==> config.mk <==
export PLATFORM = sky130hd
export DESIGN_NAME = input_diag_config_regs
export DESIGN_NICKNAME = d
export VERILOG_FILES = /design/src/design/diag_cfg_pkg.sv /design/src/design/input_diag_config_regs.sv
export SDC_FILE = /design/constraint.sdc
export NUM_CORES = 1
export LEC_CHECK = 0
export BUFFER_PORTS_ARGS = -buffer_cell sky130_fd_sc_hd__buf_4
export CAP_MARGIN = 10
export CORE_MARGIN = 4
export CORE_UTILIZATION = 50
export CTS_BUF_LIST = sky130_fd_sc_hd__clkbuf_16
export CTS_CLUSTER_SIZE = 40
export DETAILED_ROUTE_END_ITERATION = 10
export GPL_ROUTABILITY_DRIVEN = 0
export PLACE_DENSITY = 0.77
export SLEW_MARGIN = 20
export SYNTH_ARGS = -nofsm -noshare
export SYNTH_HDL_FRONTEND = slang
export SYNTH_SLANG_ARGS = --single-unit
==> constraint.sdc <==
create_clock -name core_clk -period 4.3 [get_ports core_clk]
set_input_delay 0.43 -clock core_clk [delete_from_list [all_inputs] [get_ports core_clk]]
set_output_delay 0.43 -clock core_clk [all_outputs]
set_load 0.01 [all_outputs]
==> src/design/diag_cfg_pkg.sv <==
// Purpose: Constants for the input diagnostics configuration register bank
// Assumes: Eight-bit registers on the device's own register port
// Notes: Offsets, masks, reset values and field positions are defined here; the bench and checks also repeat some of them as literals
package diag_cfg_pkg;

    localparam int NUM_REGS = 4;
    localparam int IDX_W = 2;

    // Register offsets on the control port
    localparam logic [7:0] ADDR_BIAS_OVERVOLT_GUARD_CFG = 8'h51;
    localparam logic [7:0] ADDR_INPUT_FAULT_GUARD_CFG = 8'h52;
    localparam logic [7:0] ADDR_MONITOR_CHANNEL_ENABLE = 8'h53;
    localparam logic [7:0] ADDR_MONITOR_FILTER_CFG = 8'h54;

    // Bank index of each register
    localparam logic [IDX_W-1:0] IDX_BIAS_GUARD = 2'h0;
    localparam logic [IDX_W-1:0] IDX_INPUT_GUARD = 2'h1;
    localparam logic [IDX_W-1:0] IDX_MON_ENABLE = 2'h2;
    localparam logic [IDX_W-1:0] IDX_MON_FILTER = 2'h3;

    // Reset values
    localparam logic [7:0] RST_BIAS_OVERVOLT_GUARD_CFG = 8'h40;
    localparam logic [7:0] RST_INPUT_FAULT_GUARD_CFG = 8'h44;
    localparam logic [7:0] RST_MONITOR_CHANNEL_ENABLE = 8'h00;
    localparam logic [7:0] RST_MONITOR_FILTER_CFG = 8'h48;

    // Writable bits; reserved bits stay zero
    localparam logic [7:0] WMASK_BIAS_OVERVOLT_GUARD_CFG = 8'he0;
    localparam logic [7:0] WMASK_INPUT_FAULT_GUARD_CFG = 8'hfc;
    localparam logic [7:0] WMASK_MONITOR_CHANNEL_ENABLE = 8'hfe;
    localparam logic [7:0] WMASK_MONITOR_FILTER_CFG = 8'h6d;

    // Field positions
    localparam int GUARD_W = 3;
    localparam int FILT_W = 2;
    localparam int MON_W = 4;
    localparam int BIAS_OVERVOLT_GUARD_LSB = 5;
    localparam int INPUT_TO_BIAS_GUARD_LSB = 5;
    localparam int INPUT_OVERVOLT_GUARD_LSB = 2;
    localparam int FORCE_ENABLE_BIT = 7;
    localparam int MANUAL_MON_LSB = 3;
    localparam int ANALOG_SUPPLY_ON_BIT = 2;
    localparam int SPARE_ANALOG_ON_BIT = 1;
    localparam int ANALOG_SUPPLY_FILT_LSB = 5;
    localparam int BATTERY_FILT_LSB = 2;
    localparam int MERGE_FAULT_BIT = 0;

    // Guard band step and filter codes
    localparam logic [7:0] GUARD_STEP_MV = 8'h1e;
    localparam logic [1:0] FILT_3M5HZ = 2'h0;
    localparam logic [1:0] FILT_200KHZ = 2'h1;
    localparam logic [1:0] FILT_100KHZ = 2'h2;
    localparam logic [1:0] FILT_BYPASS = 2'h3;

endpackage

==> src/design/input_diag_config_regs.sv <==
// Purpose: Input diagnostics configuration bank: guard bands, monitor enables, filters, fault merge
// Assumes: Register port, enables and raw faults all come from logic on core_clk
// Notes: Reads answer one cycle after the strobe; unmapped reads return zero
//
// Contract
// - Bias overvoltage lower guard band, bits 7-5, value times 30mV.
// - Input-to-bias upper guard band, bits 7-5, reset 010b, value times 30mV.
// - Input overvoltage lower guard band, bits 4-2, reset 001b, value times 30mV.
// - Force bit clear: four monitors follow any input diagnostic enable; set: manual bits.
// - Bits 6-3 manually enable load, bias, battery, temperature monitors under force.
// - Bit 2 enables analog supply monitor diagnostics; resets to zero.
// - Bit 1 enables spare analog monitor diagnostics; resets to zero.
// - Bits 6-5, reset 10b, choose analog supply filter: 3.5MHz, 200kHz, 100kHz, bypass.
// - Bits 3-2, reset 10b, choose battery filter with the same four choices.
// - Bit 0 set merges input overvoltage into a single battery-short fault.
`timescale 1ns/10ps

module input_diag_config_regs (
    input wire logic core_clk,
    input wire logic resetn,
    input wire logic ce,
    input wire logic [7:0] reg_addr,
    input wire logic [7:0] reg_wdata,
    input wire logic reg_wr,
    input wire logic reg_rd,
    output logic [7:0] reg_rdata,
    output logic reg_rdata_valid,
    input wire logic input_diag_any_on,
    input wire logic input_overvolt_raw,
    input wire logic input_short_batt_raw,
    output logic [2:0] bias_overvolt_guard_band,
    output logic [7:0] bias_overvolt_guard_mv,
    output logic [2:0] input_to_bias_guard_band,
    output logic [7:0] input_to_bias_guard_mv,
    output logic [2:0] input_overvolt_guard_band,
    output logic [7:0] input_overvolt_guard_mv,
    output logic bias_load_monitor_on,
    output logic bias_supply_monitor_on,
    output logic battery_monitor_on,
    output logic temp_monitor_on,
    output logic analog_supply_monitor_on,
    output logic spare_analog_monitor_on,
    output logic [1:0] analog_supply_filter_choice,
    output logic analog_supply_filter_bypass,
    output logic [1:0] battery_filter_choice,
    output logic battery_filter_bypass,
    output logic merge_battery_short_fault,
    output logic input_overvolt_fault,
    output logic battery_short_fault
);

    typedef struct packed {
        logic [3:0][7:0] cfg;
        logic [7:0] rdata;
        logic rvalid;
        logic [7:0] bias_mv;
        logic [7:0] ib_mv;
        logic [7:0] ov_mv;
        logic [3:0] mon_on;
        logic asup_bypass;
        logic batt_bypass;
        logic ov_fault;
        logic bs_fault;
    } state_t;

    localparam logic [3:0][7:0] RESET_VALUES = {
        diag_cfg_pkg::RST_MONITOR_FILTER_CFG,
        diag_cfg_pkg::RST_MONITOR_CHANNEL_ENABLE,
        diag_cfg_pkg::RST_INPUT_FAULT_GUARD_CFG,
        diag_cfg_pkg::RST_BIAS_OVERVOLT_GUARD_CFG
    };
    localparam logic [3:0][7:0] WRITE_MASKS = {
        diag_cfg_pkg::WMASK_MONITOR_FILTER_CFG,
        diag_cfg_pkg::WMASK_MONITOR_CHANNEL_ENABLE,
        diag_cfg_pkg::WMASK_INPUT_FAULT_GUARD_CFG,
        diag_cfg_pkg::WMASK_BIAS_OVERVOLT_GUARD_CFG
    };
    localparam state_t RESET_STATE = '{
        cfg: RESET_VALUES,
        rdata: 8'h00,
        rvalid: 1'b0,
        bias_mv: 8'h3c,
        ib_mv: 8'h3c,
        ov_mv: 8'h1e,
        mon_on: 4'h0,
        asup_bypass: 1'b0,
        batt_bypass: 1'b0,
        ov_fault: 1'b0,
        bs_fault: 1'b0
    };

    state_t st;
    state_t next_st;

    logic addr_hit;
    logic [diag_cfg_pkg::IDX_W-1:0] addr_idx;
    logic [7:0] addr_offset;

    function automatic logic [7:0] guard_to_mv(input logic [2:0] code);
        guard_to_mv = 8'({5'h00, code} * diag_cfg_pkg::GUARD_STEP_MV);
    endfunction

    always_comb begin
        addr_offset = reg_addr - diag_cfg_pkg::ADDR_BIAS_OVERVOLT_GUARD_CFG;
        addr_hit = (reg_addr >= diag_cfg_pkg::ADDR_BIAS_OVERVOLT_GUARD_CFG)
            && (reg_addr <= diag_cfg_pkg::ADDR_MONITOR_FILTER_CFG);
        addr_idx = addr_offset[diag_cfg_pkg::IDX_W-1:0];
    end

    always_comb begin
        logic [2:0] bias_code;
        logic [2:0] ib_code;
        logic [2:0] ov_code;
        logic [7:0] mon_reg;
        logic [7:0] filt_reg;
        bias_code = 3'h0;
        ib_code = 3'h0;
        ov_code = 3'h0;
        mon_reg = 8'h00;
        filt_reg = 8'h00;
        next_st = st;
        next_st.rvalid = 1'b0;
        // Reads return the value held before a same-cycle write
        if (reg_rd) begin
            next_st.rvalid = 1'b1;
            next_st.rdata = addr_hit ? st.cfg[addr_idx] : 8'h00;
        end
        // Reserved bits are masked off and always read zero
        if (reg_wr && addr_hit) begin
            next_st.cfg[addr_idx] = reg_wdata & WRITE_MASKS[addr_idx];
        end
        bias_code = next_st.cfg[diag_cfg_pkg::IDX_BIAS_GUARD][diag_cfg_pkg::BIAS_OVERVOLT_GUARD_LSB +: 3];
        ib_code = next_st.cfg[diag_cfg_pkg::IDX_INPUT_GUARD][diag_cfg_pkg::INPUT_TO_BIAS_GUARD_LSB +: 3];
        ov_code = next_st.cfg[diag_cfg_pkg::IDX_INPUT_GUARD][diag_cfg_pkg::INPUT_OVERVOLT_GUARD_LSB +: 3];
        mon_reg = next_st.cfg[diag_cfg_pkg::IDX_MON_ENABLE];
        filt_reg = next_st.cfg[diag_cfg_pkg::IDX_MON_FILTER];
        next_st.bias_mv = guard_to_mv(bias_code);
        next_st.ib_mv = guard_to_mv(ib_code);
        next_st.ov_mv = guard_to_mv(ov_code);
        // Auto mode ties the four monitors to any input diagnostic
        if (mon_reg[diag_cfg_pkg::FORCE_ENABLE_BIT]) begin
            next_st.mon_on = mon_reg[diag_cfg_pkg::MANUAL_MON_LSB +: diag_cfg_pkg::MON_W];
        end else begin
            next_st.mon_on = {diag_cfg_pkg::MON_W{input_diag_any_on}};
        end
        next_st.asup_bypass = filt_reg[diag_cfg_pkg::ANALOG_SUPPLY_FILT_LSB +: 2] == diag_cfg_pkg::FILT_BYPASS;
        next_st.batt_bypass = filt_reg[diag_cfg_pkg::BATTERY_FILT_LSB +: 2] == diag_cfg_pkg::FILT_BYPASS;
        if (filt_reg[diag_cfg_pkg::MERGE_FAULT_BIT]) begin
            next_st.ov_fault = 1'b0;
            next_st.bs_fault = input_overvolt_raw | input_short_batt_raw;
        end else begin
            next_st.ov_fault = input_overvolt_raw;
            next_st.bs_fault = input_short_batt_raw;
        end
    end

    always_ff @(posedge core_clk) begin
        if (!resetn) begin
            st <= RESET_STATE;
        end else if (ce) begin
            st <= next_st;
        end
    end

    assign reg_rdata = st.rdata;
    assign reg_rdata_valid = st.rvalid;
    assign bias_overvolt_guard_band =
        st.cfg[diag_cfg_pkg::IDX_BIAS_GUARD][diag_cfg_pkg::BIAS_OVERVOLT_GUARD_LSB +: 3];
    assign bias_overvolt_guard_mv = st.bias_mv;
    assign input_to_bias_guard_band =
        st.cfg[diag_cfg_pkg::IDX_INPUT_GUARD][diag_cfg_pkg::INPUT_TO_BIAS_GUARD_LSB +: 3];
    assign input_to_bias_guard_mv = st.ib_mv;
    assign input_overvolt_guard_band =
        st.cfg[diag_cfg_pkg::IDX_INPUT_GUARD][diag_cfg_pkg::INPUT_OVERVOLT_GUARD_LSB +: 3];
    assign input_overvolt_guard_mv = st.ov_mv;
    assign bias_load_monitor_on = st.mon_on[3];
    assign bias_supply_monitor_on = st.mon_on[2];
    assign battery_monitor_on = st.mon_on[1];
    assign temp_monitor_on = st.mon_on[0];
    assign analog_supply_monitor_on =
        st.cfg[diag_cfg_pkg::IDX_MON_ENABLE][diag_cfg_pkg::ANALOG_SUPPLY_ON_BIT];
    assign spare_analog_monitor_on =
        st.cfg[diag_cfg_pkg::IDX_MON_ENABLE][diag_cfg_pkg::SPARE_ANALOG_ON_BIT];
    assign analog_supply_filter_choice =
        st.cfg[diag_cfg_pkg::IDX_MON_FILTER][diag_cfg_pkg::ANALOG_SUPPLY_FILT_LSB +: 2];
    assign analog_supply_filter_bypass = st.asup_bypass;
    assign battery_filter_choice = st.cfg[diag_cfg_pkg::IDX_MON_FILTER][diag_cfg_pkg::BATTERY_FILT_LSB +: 2];
    assign battery_filter_bypass = st.batt_bypass;
    assign merge_battery_short_fault = st.cfg[diag_cfg_pkg::IDX_MON_FILTER][diag_cfg_pkg::MERGE_FAULT_BIT];
    assign input_overvolt_fault = st.ov_fault;
    assign battery_short_fault = st.bs_fault;

    // Checks
    logic wr_bias;
    logic wr_input;
    logic wr_mon;
    logic wr_filt;
    assign wr_bias = ce && reg_wr && reg_addr == diag_cfg_pkg::ADDR_BIAS_OVERVOLT_GUARD_CFG;
    assign wr_input = ce && reg_wr && reg_addr == diag_cfg_pkg::ADDR_INPUT_FAULT_GUARD_CFG;
    assign wr_mon = ce && reg_wr && reg_addr == diag_cfg_pkg::ADDR_MONITOR_CHANNEL_ENABLE;
    assign wr_filt = ce && reg_wr && reg_addr == diag_cfg_pkg::ADDR_MONITOR_FILTER_CFG;
endmodule

==> load_flow_metrics.sql <==
INSERT INTO impl_metrics (metric_group, metric, value, unit) VALUES
('run_status', 'status', 'completed', ''),
('sta', 'final-max-slew-violation-count', '0', ''),
('synthesis', 'edff_count_synth', '0', ''),
('sta', 'setup-tns-final', '0', 'ps'),
('floorplan', 'design.portCount', '81', ''),
('final_layout', 'n_antenna_cell', '0', ''),
('global_route', 'grt_max_degree', '85', ''),
('sta', 'final.min_clock_period', '3740', 'ps'),
('routing', 'detail_route.first_pass.iterations', '4', ''),
('synthesis', 'synth_area_leader_cell', 'dfxtp_1', ''),
('clock_tree', 'clkLatencyLatePin', '330', 'ps'),
('pwr', 'netSwitchingFraction', '0.219', ''),
('synthesis', 'yosys.cell_count.top_type', 'dfxtp_1', ''),
('worst_setup_path', 'critical_path_class', 'input port to flip-flop', ''),
('sta', 'remaining_max_slew_budget_at_the_tightest_pin', '0.489', ''),
('clock_tree', 'number_of_instances_resized_during_post_cts_repair', '0', ''),
('routing', 'via_per_inst', '5.40', ''),
('worst_setup_path', 'r2r_cells', '8', ''),
('worst_setup_path', 'critPathSlowestCell', 'fa_1', ''),
('floorplan', 'core', '7730', 'sq um'),
('final_layout', 'area_delta_synth_final', '15.5', '%'),
('synthesis', 'ys.flop_type', 'dfxtp_1', ''),
('sta', 'final_hold_viol_count', '0', ''),
('worst_setup_path', 'worstPathMaxFanout', '11', ''),
('routing', 'routed_wirelength', '8.89', 'mm'),
('worst_setup_path', 'r2r_endpoint', 'input_overvolt_guard_mv[7]$_SDFFE_PN0P_', ''),
('final_layout', 'ff_latch_area', '1340', 'sq um'),
('sta', 'timing_worst_slew_pin_value', '767', 'ps'),
('sta', 'setup_violations', '0', ''),
('synthesis', 'cells_taking_the_most_area_after_synthesis', 'dfxtp_1, buf_4, ha_1', ''),
('synthesis', 'number_of_distinct_library_cells_after_synthesis', '47', ''),
('clock_tree', 'clkSlewWorstSetupHoldPaths', '50', 'ps'),
('final_layout', 'finalNetCount', '504', ''),
('global_route', 'global_route_wire_length_before_repair', '14.8', 'mm'),
('worst_setup_path', 'regToRegStartpoint', 'input_overvolt_guard_band[2]$_SDFFE_PN0P_', ''),
('worst_setup_path', 'setup_slack_of_the_worst_register_to_register_path', '1800', 'ps'),
('synthesis', 'synth.avg_cell_area', '9.30', 'sq um'),
('routing', 'detailedRoute.firstIterationViolations', '191', ''),
('placement', 'placedCellCount', '538', ''),
('final_layout', 'stdcell_count', '554', ''),
('final_layout', 'post-route-cell-area', '4580', 'sq um'),
('pwr', 'combinationalPowerShare', '0.073', ''),
('sta', 'finalClockSkew', '6.48', 'ps'),
('routing', 'wire_per_inst', '16.0', 'um'),
('synthesis', 'post_synthesis_async_set_or_reset_flop_share', '0', ''),
('clock_tree', 'post_cts.repair.setup_buffers', '0', ''),
('pwr', 'p_switching', '0.349', 'mW'),
('routing', 'route.antenna.remaining_nets', '0', ''),
('pwr', 'irDropWorstVdd', '0.252', 'mV'),
('pwr', 'leakagePower', '2.08', 'nW'),
('global_route', 'grt_usage', '0.195', ''),
('floorplan', 'initial_utilization', '0.512', ''),
('placement', 'detailedPlacementHpwl', '6.24', 'mm'),
('synthesis', 'synth_largest_type_area_fraction', '0.339', ''),
('synthesis', 'synthTopCellsByCount', 'dfxtp_1, buf_4, nand2_1, o21ai_0, nand3_1', ''),
('worst_setup_path', 'crit_start', 'reg_addr[0]', ''),
('global_route', 'first_global_vias', '2939', ''),
('worst_setup_path', 'cp-end-kind', 'flip-flop', ''),
('pwr', 'p_seq_frac', '0.398', ''),
('final_layout', 'drive_above_1_share', '0.254', ''),
('placement', 'placement.cell_area', '4230', 'sq um'),
('floorplan', 'placement_rows', '32', ''),
('worst_setup_path', 'worstPathCellList', 'buf_4 -> inv_1 -> ha_1 -> nor3b_2 -> nor4_2 -> nand3_2 -> mux2_2 -> fa_1 -> inv_1 -> ha_1 -> fa_1 -> a21o_1 -> a21oi_1 -> a21oi_1', ''),
('placement', 'port_buffers', '77', ''),
('synthesis', 'ys_warn_count', '0', ''),
('routing', 'number_of_drc_violations_after_detailed_routing', '0', ''),
('worst_setup_path', 'worstPathArrival', '3930', 'ps'),
('floorplan', 'floorplan.die.width', '97.0', 'um'),
('final_layout', 'multi_input_logic_area', '2110', 'sq um'),
('clock_tree', 'clock_tree.buffer_depth', '2', ''),
('clock_tree', 'cts.htree.levels', '3', '');
state kept, by name, summed over array words and instances, names as in the netlist, 2 cells and up:
| name | count |
|---|---|
| st | 16 |
| input_overvolt_guard_mv | 6 |
| input_to_bias_guard_band | 3 |
| analog_supply_filter_choice | 2 |
| battery_filter_choice | 2 |
| input_to_bias_guard_mv | 6 |
| input_overvolt_guard_band | 3 |
| bias_overvolt_guard_band | 3 |
| reg_rdata | 8 |
| bias_overvolt_guard_mv | 6 |
layout by cell type (no fill, tap or decap), drive strengths merged, types with 3 or more instances in the layout:
| cell | n |
|---|---|
| fa | 8 |
| conb | 3 |
| dfxtp | 67 |
| mux4 | 8 |
| nand3 | 35 |
| nor2b | 17 |
| buf | 79 |
| nor2 | 4 |
| inv | 18 |
| nand2b | 3 |
| xnor2 | 3 |
| nand2 | 38 |
| xor2 | 3 |
| a22oi | 8 |
| a31oi | 5 |
| mux2i | 21 |
| and3 | 13 |
| o31ai | 4 |
| clkbuf | 9 |
| o21ai | 43 |
| nand4 | 4 |
| a21oi | 8 |
| ha | 25 |
| bufinv | 3 |
cell type report:
type | instances | area share
Multi-Input combinational cell | 274 | 0.462
Sequential cell | 67 | 0.293
Timing Repair Buffer | 79 | 0.130
Clock buffer | 9 | 0.0492
Tap cell | 102 | 0.0279
Clock inverter | 7 | 0.0254
Inverter | 16 | 0.0131
power by group through the flow:
| stage | combinational [mW] | sequential [mW] | clock, mW |
|---|---|---|---|
| 5_1_grt | 0.126 | 0.635 | 0.881 |
| 3_5_place_dp | 0.115 | 0.648 | 0 |
| 2_1_floorplan | 0.0714 | 0.650 | 0 |
| 3_3_place_gp | 0.113 | 0.648 | 0 |
| 6_report | 0.116 | 0.635 | 0.844 |
| 4_1_cts | 0.116 | 0.635 | 0.853 |
routing by layer:
| layer | routed length [um] | GRT usage |
|---|---|---|
| met2 | 4270 | 0.314 |
| met3 | 724 | 0.0707 |
| met4 | 158 | 0.0680 |
| met5 | 0 | 0 |
| met1 | 3730 | 0.240 |
logic make-up after synthesis:
kind of cell / count (synthesis) / synth area share
muxes: 30 / 0.101
and+or+nand+nor: 124 / 0.176
other: 1 / 0.000947
adders and majority gates: 33 / 0.119
DFF: 67 / 0.339
buffers and inverters: 87 / 0.130
xor gates and xnor gates: 6 / 0.0133
AOI/OAI and AO/OA: 78 / 0.120
worst max-delay path: cells and delay by family:
family / cells / cell delay [ps]
buffers and inverters: 3 / 410
adders and majority gates: 4 / 1490
and+or+nand+nor: 3 / 800
muxes: 1 / 410
AOI/OAI and AO/OA: 3 / 390
worst min-delay path by stage:
stage,startpoint,end,cells after the start
after detailed placement,st[42]$_SDFFE_PN0P_,st[42]$_SDFFE_PN0P_,2
after global routing,input_short_batt_raw,battery_short_fault$_SDFFE_PN0P_,3
after floorplan,st[49]$_SDFFE_PN0P_,st[49]$_SDFFE_PN0P_,2
after global placement,st[49]$_SDFFE_PN0P_,st[49]$_SDFFE_PN0P_,2
final,input_short_batt_raw,battery_short_fault$_SDFFE_PN0P_,3
after CTS,input_short_batt_raw,battery_short_fault$_SDFFE_PN0P_,3
metrics by stage:
step | util | worst slack, ps | hold WS (ps) | total power [mW]
after CTS | 0.592 | 559 | 329 | 1.60
after global routing | 0.592 | 357 | 333 | 1.64
after global placement | 0.548 | 358 | 451 | 0.761
final | 0.592 | 564 | 333 | 1.59
after detailed placement | 0.548 | 201 | 460 | 0.763
after floorplan | - | 69.7 | 438 | 0.721
Note: power is estimated with default switching activity, not from simulation.
